$ cat config.mk
export PLATFORM = sky130hd
export DESIGN_NAME = drf_refresh_ctrl
export DESIGN_NICKNAME = d
export VERILOG_FILES = /design/src/drf_pkg.sv /design/src/drf_refresh_ctrl.sv /design/src/drf_edge.sv /design/src/drf_refresh_timer.sv
export VERILOG_INCLUDE_DIRS = /design/src /design/src/src
export SDC_FILE = /design/constraint.sdc
export NUM_CORES = 1
export LEC_CHECK = 0
export ABC_AREA = 0
export CAP_MARGIN = 20
export CORE_ASPECT_RATIO = 1.25
export CORE_UTILIZATION = 45
export CTS_CLUSTER_DIAMETER = 50
export CTS_CLUSTER_SIZE = 8
export DETAILED_ROUTE_END_ITERATION = 12
export DONT_BUFFER_PORTS = 1
export PLACE_DENSITY = 0.66
export SLEW_MARGIN = 20
export SYNTH_ARGS = -nofsm -noshare
export SYNTH_HDL_FRONTEND = slang
export SYNTH_SLANG_ARGS = --single-unit
$ cat constraint.sdc
create_clock -name clk_sys -period 2.2 [get_ports clk_sys]
set_clock_uncertainty 0.2 [all_clocks]
set_input_delay 0.11 -clock clk_sys [delete_from_list [all_inputs] [get_ports clk_sys]]
set_output_delay 0.11 -clock clk_sys [all_outputs]
set_load 0.01 [all_outputs]
$ cat src/drf_defs.svh
`ifndef DRF_DEFS_SVH
`define DRF_DEFS_SVH

// timing of the fabric clock and of the shared cycle timer
`define DRF_CLK_NS       5
`define DRF_WIN_NS       200
`define DRF_WIN_CYC      ((`DRF_WIN_NS + `DRF_CLK_NS - 1) / `DRF_CLK_NS)
`define DRF_END_NS       50
`define DRF_END_CYC      ((`DRF_END_NS + `DRF_CLK_NS - 1) / `DRF_CLK_NS)
`define DRF_TMR_W        6
`define DRF_WIN_LAST     (`DRF_TMR_W'(`DRF_WIN_CYC - 1))
`define DRF_END_LAST     (`DRF_TMR_W'(`DRF_END_CYC - 1))
`define DRF_TMR_ZERO     (`DRF_TMR_W'(0))
`define DRF_TMR_ONE      (`DRF_TMR_W'(1))

// refresh row counter
`define DRF_ROW_W        7
`define DRF_ROW_RST      7'h00
`define DRF_ROW_ONE      7'h01

// watchdog: bus clock divider taps and stage counter
`define DRF_DIV_W        3
`define DRF_DIV_RST      3'h0
`define DRF_DIV_ONE      3'h1
`define DRF_TAP_DIV4     1
`define DRF_TAP_DIV8     2
`define DRF_STG_W        4
`define DRF_STG_RST      4'h0
`define DRF_STG_ONE      4'h1
`define DRF_STG_HOLD     4'h7
`define DRF_STG_FORCE    4'h8

`endif

$ cat src/drf_pkg.sv
package drf_pkg;

   // bus-side inputs, all sampled on clk_sys
   typedef struct packed {
      logic busClk;
      logic dbin;
      logic opcodeFetchCycle;
      logic refreshStrobeN;
      logic hlda;
      logic wrN;
      logic mwrt;
      logic memRd;
   } drf_bus_s;

   typedef enum logic [1:0] {
      ST_IDLE = 2'b00,
      ST_WIN  = 2'b01,
      ST_END  = 2'b11
   } drf_state_e;

endpackage : drf_pkg

$ cat src/drf_refresh_ctrl.sv
`timescale 1ns/1ps
`default_nettype none
`include "drf_defs.svh"
// How it works
// - every cell refreshed within each 2 ms
// - refresh drives 7-bit row and row strobe on the same clock
// - one row refresh every 16 us average
// - refresh hidden in last opcode fetch clocks
// - start refresh on dbin fall with fetch
// - refresh disables cpu mux, drives row count
// - refresh cycles give row strobe, no column
// - end pulse clears, releases, increments row
// - each refresh strobe outside a refresh starts one refresh
// - strobe edge latched until its refresh starts
// - watchdog forces refresh after 16 us idle
// - bus clock divided by four, ticks stage
// - after seventh tick, hold ready low
// - eighth tick starts forced refresh cycle
// - ready hold latched until end pulse
// - every cycle clears divider and stages
// - build option for 32 us forced refresh
// - dma strobes each produce row strobe
// - dma row strobe without board select
// - cycle window 200 ns, then end pulse
// - end pulse 50 ns blocks new cycles
module drf_refresh_ctrl
   import drf_pkg::*;
#(
   parameter bit SHORT_PERIOD = 1'b0
) (
   input  wire logic                  clk_sys,
   input  wire logic                  nrst,
   input  wire logic                  ce,
   input  wire drf_bus_s              bus,
   input  wire logic                  boardSelect,
   output logic                       rasN,
   output logic                       casN,
   output logic                       refresh_active,
   output logic                       cpuMuxOe,
   output logic                       refAddrOe,
   output logic [`DRF_ROW_W-1:0]      refRow,
   output logic                       readyPullOe,
   output logic                       endPulse
);

   drf_state_e             state_ff;
   drf_state_e             nxt_state;
   logic [`DRF_TMR_W-1:0]  tmr_ff;
   logic [`DRF_ROW_W-1:0]  row_ff;
   logic                   refreshActive_ff;
   logic                   nxt_refreshActive;
   logic                   memPend_ff;
   logic                   refPend_ff;
   logic                   waitLatch_ff;
   logic                   nxt_waitLatch;
   logic                   rasN_ff;
   logic                   casN_ff;
   logic                   cpuMuxOe_ff;
   logic                   refAddrOe_ff;
   logic                   readyPull_ff;
   logic                   endPulse_ff;

   logic busClkRise;
   logic dbinRise;
   logic dbinFall;
   logic strobeFall;
   logic wrFall;
   logic mwrtRise;
   logic memRdRise;
   logic wdHold;
   logic wdForce;
   logic memTrig;
   logic dmaTrig;
   logic refTrig;
   logic startMem;
   logic startRef;
   logic endStart;
   logic inWin;

   drf_edge #(.RISE(1'b1)) u_busClk (
      .clk_sys (clk_sys), .nrst (nrst), .ce (ce),
      .sig (bus.busClk), .pulse (busClkRise));
   drf_edge #(.RISE(1'b1)) u_dbinR (
      .clk_sys (clk_sys), .nrst (nrst), .ce (ce),
      .sig (bus.dbin), .pulse (dbinRise));
   drf_edge #(.RISE(1'b0)) u_dbinF (
      .clk_sys (clk_sys), .nrst (nrst), .ce (ce),
      .sig (bus.dbin), .pulse (dbinFall));
   drf_edge #(.RISE(1'b0)) u_strobe (
      .clk_sys (clk_sys), .nrst (nrst), .ce (ce),
      .sig (bus.refreshStrobeN), .pulse (strobeFall));
   drf_edge #(.RISE(1'b0)) u_wr (
      .clk_sys (clk_sys), .nrst (nrst), .ce (ce),
      .sig (bus.wrN), .pulse (wrFall));
   drf_edge #(.RISE(1'b1)) u_mwrt (
      .clk_sys (clk_sys), .nrst (nrst), .ce (ce),
      .sig (bus.mwrt), .pulse (mwrtRise));
   drf_edge #(.RISE(1'b1)) u_memRd (
      .clk_sys (clk_sys), .nrst (nrst), .ce (ce),
      .sig (bus.memRd), .pulse (memRdRise));

   drf_refresh_timer #(.SHORT_PERIOD(SHORT_PERIOD)) u_timer (
      .clk_sys    (clk_sys),
      .nrst       (nrst),
      .ce         (ce),
      .busClkRise (busClkRise),
      .clr        (inWin),
      .holdReq    (wdHold),
      .forceReq   (wdForce)
   );

   assign inWin = (state_ff == ST_WIN);
   // dma traffic starts a row strobe whatever the board select says
   assign dmaTrig = dbinRise & bus.hlda;
   assign memTrig = wrFall | mwrtRise | memRdRise | dmaTrig;
   assign refTrig = (dbinFall & bus.opcodeFetchCycle)
                  | strobeFall
                  | wdForce;
   // memory first: a waiting refresh follows right after its end pulse
   assign startMem = (state_ff == ST_IDLE) & memPend_ff;
   assign startRef = (state_ff == ST_IDLE) & ~memPend_ff & refPend_ff;
   assign endStart = inWin & (tmr_ff == `DRF_WIN_LAST);

   always_comb begin
      nxt_state = state_ff;
      case (state_ff)
         ST_IDLE: begin
            if (memPend_ff || refPend_ff) begin
               nxt_state = ST_WIN;
            end
         end
         ST_WIN: begin
            if (endStart) begin
               nxt_state = ST_END;
            end
         end
         ST_END: begin
            if (tmr_ff == `DRF_END_LAST) begin
               nxt_state = ST_IDLE;
            end
         end
         default: begin
            nxt_state = ST_IDLE;
         end
      endcase
   end

   always_ff @(posedge clk_sys or negedge nrst) begin
      if (!nrst) begin
         state_ff <= ST_IDLE;
         tmr_ff   <= `DRF_TMR_ZERO;
      end else if (ce) begin
         state_ff <= nxt_state;
         tmr_ff   <= (nxt_state != state_ff) ? `DRF_TMR_ZERO
                                             : tmr_ff + `DRF_TMR_ONE;
      end
   end

   // pending latches: a new trigger beats the clear in the same cycle
   always_ff @(posedge clk_sys or negedge nrst) begin
      if (!nrst) begin
         memPend_ff <= 1'b0;
         refPend_ff <= 1'b0;
      end else if (ce) begin
         memPend_ff <= memTrig | (memPend_ff & ~startMem);
         refPend_ff <= (refTrig & ~refreshActive_ff)
                     | (refPend_ff & ~startRef);
      end
   end

   assign nxt_refreshActive = startRef | (refreshActive_ff & ~endStart);
   assign nxt_waitLatch     = wdHold | (waitLatch_ff & ~endStart);

   always_ff @(posedge clk_sys or negedge nrst) begin
      if (!nrst) begin
         refreshActive_ff <= 1'b0;
         waitLatch_ff     <= 1'b0;
      end else if (ce) begin
         refreshActive_ff <= nxt_refreshActive;
         waitLatch_ff     <= nxt_waitLatch;
      end
   end

   // row start value is free; reset only keeps simulation clean
   always_ff @(posedge clk_sys or negedge nrst) begin
      if (!nrst) begin
         row_ff <= `DRF_ROW_RST;
      end else if (ce && endStart && refreshActive_ff) begin
         row_ff <= row_ff + `DRF_ROW_ONE;
      end
   end

   always_ff @(posedge clk_sys or negedge nrst) begin
      if (!nrst) begin
         rasN_ff      <= 1'b1;
         casN_ff      <= 1'b1;
         cpuMuxOe_ff  <= 1'b1;
         refAddrOe_ff <= 1'b0;
         readyPull_ff <= 1'b0;
         endPulse_ff  <= 1'b0;
      end else if (ce) begin
         rasN_ff      <= ~(nxt_state == ST_WIN);
         casN_ff      <= ~((nxt_state == ST_WIN) & boardSelect
                           & ~nxt_refreshActive);
         cpuMuxOe_ff  <= ~nxt_refreshActive;
         refAddrOe_ff <= nxt_refreshActive;
         readyPull_ff <= nxt_waitLatch | wdHold;
         endPulse_ff  <= (nxt_state == ST_END);
      end
   end

   assign rasN           = rasN_ff;
   assign casN           = casN_ff;
   assign refresh_active = refreshActive_ff;
   assign cpuMuxOe       = cpuMuxOe_ff;
   assign refAddrOe      = refAddrOe_ff;
   assign refRow         = row_ff;
   assign readyPullOe    = readyPull_ff;
   assign endPulse       = endPulse_ff;
endmodule // drf_refresh_ctrl
`default_nettype wire

$ cat src/drf_edge.sv
`timescale 1ns/1ps
`default_nettype none
module drf_edge #(
   parameter bit RISE = 1'b1
) (
   input  wire logic clk_sys,
   input  wire logic nrst,
   input  wire logic ce,
   input  wire logic sig,
   output logic      pulse
);

   logic prev_ff;
   logic armed_ff;

   // no edge until one sample is taken after reset, so a pin resting
   // away from the assumed level cannot fake an edge at release
   always_ff @(posedge clk_sys or negedge nrst) begin
      if (!nrst) begin
         prev_ff  <= RISE ? 1'b0 : 1'b1;
         armed_ff <= 1'b0;
      end else if (ce) begin
         prev_ff  <= sig;
         armed_ff <= 1'b1;
      end
   end

   assign pulse = ce & armed_ff
                & (RISE ? (sig & ~prev_ff) : (~sig & prev_ff));

endmodule // drf_edge
`default_nettype wire

$ cat src/drf_refresh_timer.sv
`timescale 1ns/1ps
`default_nettype none
`include "drf_defs.svh"
module drf_refresh_timer #(
   parameter bit SHORT_PERIOD = 1'b0
) (
   input  wire logic clk_sys,
   input  wire logic nrst,
   input  wire logic ce,
   input  wire logic busClkRise,
   input  wire logic clr,
   output logic      holdReq,
   output logic      forceReq
);

   localparam int TAP = SHORT_PERIOD ? `DRF_TAP_DIV8 : `DRF_TAP_DIV4;

   logic [`DRF_DIV_W-1:0] div_ff;
   logic [`DRF_DIV_W-1:0] nxt_div;
   logic [`DRF_STG_W-1:0] stage_ff;
   logic                  tick;

   assign nxt_div = div_ff + `DRF_DIV_ONE;
   // tick on the rising edge of the chosen divider tap
   assign tick = busClkRise & nxt_div[TAP] & ~div_ff[TAP];

   always_ff @(posedge clk_sys or negedge nrst) begin
      if (!nrst) begin
         div_ff <= `DRF_DIV_RST;
      end else if (ce) begin
         if (clr) begin
            div_ff <= `DRF_DIV_RST;
         end else if (busClkRise) begin
            div_ff <= nxt_div;
         end
      end
   end

   always_ff @(posedge clk_sys or negedge nrst) begin
      if (!nrst) begin
         stage_ff <= `DRF_STG_RST;
      end else if (ce) begin
         if (clr) begin
            stage_ff <= `DRF_STG_RST;
         end else if (tick && stage_ff != `DRF_STG_FORCE) begin
            stage_ff <= stage_ff + `DRF_STG_ONE;
         end
      end
   end

   // hold off only once the tick clock is low again after tick seven
   assign holdReq = (stage_ff == `DRF_STG_HOLD && !div_ff[TAP])
                  | (stage_ff == `DRF_STG_FORCE);
   assign forceReq = ce & ~clr & tick & (stage_ff == `DRF_STG_HOLD);

endmodule // drf_refresh_timer
`default_nettype wire

==> impl_metrics.tcl <==
set metrics [dict create \
    main_combinational_cell_family_by_area_after_synthesis "simple AND/OR/NAND/NOR gates" \
    min_period_over_period 0.9106 \
    grt_first_pass_wirelength_mm 6.175 \
    synth_area_in_simple_gates 0.2020 \
    detail_route.wirelength_mm 4.036 \
    worst_path_largest_cell_delay_ns 0.44 \
    synth_flop_cell "sky130_fd_sc_hd__dfrtp_1" \
    status "completed" \
    insertedDiodeCount 0 \
    worstPathArrival_ns 1.99 \
    synthArstFlopShare 1.000 \
    placeable_core_region_um2 4066 \
    cts_tree "done" \
    cts-buffers-inserted 5 \
    grt.met1_usage 0.2285 \
    dieArea_um2 4492 \
    postPlaceCellArea_um2 1958 \
    r2r.worst_path.cells 3 \
    postCtsSetupBuffers 0 \
    fmaxAchievable_ghz 0.4992 \
    filler_cell_count 365 \
    yosys.area_share.adder 0.03289 \
    routed-via-count 1510 \
    yosys_warnings 0 \
    switchingPower_uw 742.4 \
    power.share.sequential 0.456 \
    synthesis.area_per_instance_um2 9.654 \
    place.detailed.hpwl_mm 2.570 \
    holdCritStartpoint "bus[7]" \
    met3_use_gr 0.03952 \
    track_usage 0.1829 \
    first_global_vias 1454 \
    timing.setup.critical_path_class "register to register" \
    die_x_um 60.15 \
    pre_cts_slack_ns 0.2185 \
    comb_power_share 0.263 \
    slew_headroom 0.6152 \
    rsz_0062_raised_after_global_routing "false" \
    hold_viol_final 0 \
    power_frac_clock 0.281 \
    route.detailed.vias_per_inst 5.551 \
    detail_route.drc_violations 0 \
    peakVddDrop_mv 0.5109 \
    r2r_setup_slack_ns 0.20 \
    grt_antenna_before_repair 0 \
    fin_nets 232 \
    synth.yosys.seq_area_share 0.4908 \
    report.final.setup_viol 0 \
    synthDistinctLibCells 43 \
    clkTransAtPathRegs_ns 0.08 \
    final_cell_area_um2 2271 \
    cpMaxStageDelayCell "sky130_fd_sc_hd__dfrtp_1" \
    r2r_end "refRow[1]$_DFFE_PN0P_" \
    globalplace.congestion 0.8814 \
    whs_ns 0.01149 \
    mappedNetlistArea_um2 1902 \
    regArea_um2 933.4 \
    r2r_start "tmr_ff[4]$_DFFE_PN0P_" \
    startpoint_type "register" \
    global_routing_s_busiest_layer "met2" \
    core.rowCount 26 \
    syn2layout_area_growth_pct 19.41 \
    syn-instance-count 197 \
    post-route-worst-setup-slack_ns 0.1966 \
    power_per_cell_area_nw_per_um2 941.6 \
    power.static_leakage_uw 0.0009869 \
    min-delay-path-class "input pin to register" \
    met2_usage 0.3101 \
    final_critical_path_time_including_i_o_delays_and_setup_ns 2.003 \
    synthXorXnorAreaFrac 0.03684 \
    overflow 0 \
    drive_gt1_frac 0.1296 \
    number_of_iterations_in_the_first_detailed_routing_pass 4 \
    cell_int_power_uw 1396 \
    count_of_flip_flops_with_a_built_in_enable_after_synthesis 0 \
    net_count_after_synthesis 214 \
    drtIter0Drc 112 \
    clkSinkCount 37 \
    worst_hold_path_cells 3 \
    synth-compound-area-share 0.1342 \
    starting_density_of_the_core 0.4677 \
    design_power_total_uw 2138 \
    top_level_ports 26 \
    crit_path_cell_trace "or3b_4 > nor4_4 > mux2_2" \
    critPathCaptureType "register" \
    cts_max_level 2 \
    power.switching_fraction 0.3472 \
    grt_max_degree 46 \
    maxCapViolCount 0 \
    placement.io_buffers 0 \
    drt-wirelength-per-cell_um 14.84 \
    cts-root-to-sink-buffers 2 \
    die_height_um 74.69 \
    maxSlewViolCount 0 \
    critPathMaxFanout 7 \
    clock_latency_ns 0.29 \
    postRouteAntennaNets 0 \
    ctsRootBufferMaster "sky130_fd_sc_hd__clkbuf_8" \
    multi_input_comb_area_um2 868.3 \
    hold-path-endpoint "refPend_ff$_DFFE_PN0P_" \
    total_negative_setup_slacks_ns 0 \
    critical_path_required_ns 2.18 \
    synthMuxAreaShare 0.05066 \
    ys_seq_elements 37 \
    worst_pin_slew_ns 0.5772 \
]
-- how the worst max path moves through the flow --
stage,startpoint,to,slack (ns),depth (start not counted)
final,tmr_ff[4]$_DFFE_PN0P_,refRow[1]$_DFFE_PN0P_,0.20,3
after detailed placement,tmr_ff[4]$_DFFE_PN0P_,refRow[1]$_DFFE_PN0P_,0.22,3
after global placement,tmr_ff[4]$_DFFE_PN0P_,refRow[1]$_DFFE_PN0P_,0.27,3
after CTS,ce,u_dbinF.prev_ff$_DFFE_PN1P_,0.05,6
after floorplan,tmr_ff[4]$_DFFE_PN0P_,refRow[1]$_DFFE_PN0P_,0.34,3
after global routing,tmr_ff[0]$_DFFE_PN0P_,tmr_ff[4]$_DFFE_PN0P_,0.04,5
-- flip-flops by register name, summed over array words and instances, names as in the netlist, 2 cells and up --
name              cells
u_timer.div_ff        2
refRow                7
tmr_ff                6
state_ff              2
u_timer.stage_ff      4
-- timing repair --
| action | in CTS | in global routing |
|---|---|---|
| hold endpoints to repair | 67 | 0 |
| gates resized for setup | 0 | 1 |
| setup endpoints to repair | 0 | 1 |
| hold buffers | 15 | 0 |
-- power groups by stage --
stage                     logic, uW  clock network (uW)  registers [uW]
final                           562                 601             975
after global routing            640                 642             993
after CTS                       550                 613             972
after detailed placement        495                   0             984
after global placement          473                   0             971
after floorplan                 433                   0             926
-- routing by layer --
layer  up-vias  share of wire
li1        726              -
met1       744           0.44
met2        36           0.52
met3         4          0.028
met4         0         0.0087
met5         -              0
-- worst max-delay path: cells and delay by family, from the launching register on --
family	cells	cell delay [ns]
AND/OR/NAND/NOR	2	0.88
flip-flops	1	0.44
multiplexers	1	0.39
-- kinds of logic after synthesis --
| logic type | Yosys count |
|---|---|
| fa+ha+maj | 5 |
| flops | 37 |
| compound gates | 42 |
| buf+inv | 25 |
| simple gates | 71 |
| xor+xnor | 8 |
| mux | 9 |
-- cell usage in the layout, fill, tap and decap left out, drive strengths merged, types with 5 or more instances in the layout --
cell type    instances
buf                  5
ha                   5
nor2                14
nand3                9
inv                 17
nand2               20
o21ai               15
dfstp                6
dlygate4sd3         12
xnor2                6
mux2                 5
a21oi               10
clkbuf               6
dfrtp               31
-- stage by stage --
stage | utilization | instances
global route | 0.5585 | 272
finish | 0.5585 | 272
detailed placement | 0.4815 | 248
global placement | 0.4815 | 248
CTS | 0.5517 | 271
floorplan | - | 197
-- area by class of cell --
cell class                 instances  share of cell area
clock buffer                       5             0.03030
clock inverter                     3             0.02039
inverter                          17             0.02810
multi-input combinational        135              0.3824
sequential                        37              0.4110
tap                               56             0.03085
timing repair buffer              19             0.09697
-- cells in the mapped netlist (4+ instances only) --
master                     number  share of area
sky130_fd_sc_hd__xnor2_1        6          0.028
sky130_fd_sc_hd__o21ai_0       15          0.039
sky130_fd_sc_hd__mux2i_1        4          0.021
sky130_fd_sc_hd__clkbuf_1       5         0.0099
sky130_fd_sc_hd__mux2_2         5          0.030
sky130_fd_sc_hd__ha_1           5          0.033
sky130_fd_sc_hd__nand2_1       20          0.039
sky130_fd_sc_hd__dfstp_2        6          0.083
sky130_fd_sc_hd__and3_1         4          0.013
sky130_fd_sc_hd__inv_1         17          0.034
sky130_fd_sc_hd__o22ai_1        4          0.013
sky130_fd_sc_hd__nand3_1        9          0.024
sky130_fd_sc_hd__dfrtp_1       31           0.41
sky130_fd_sc_hd__a21oi_1       10          0.026
sky130_fd_sc_hd__nor2_1        14          0.028
No activity file was read; power rests on OpenSTA's default activity.
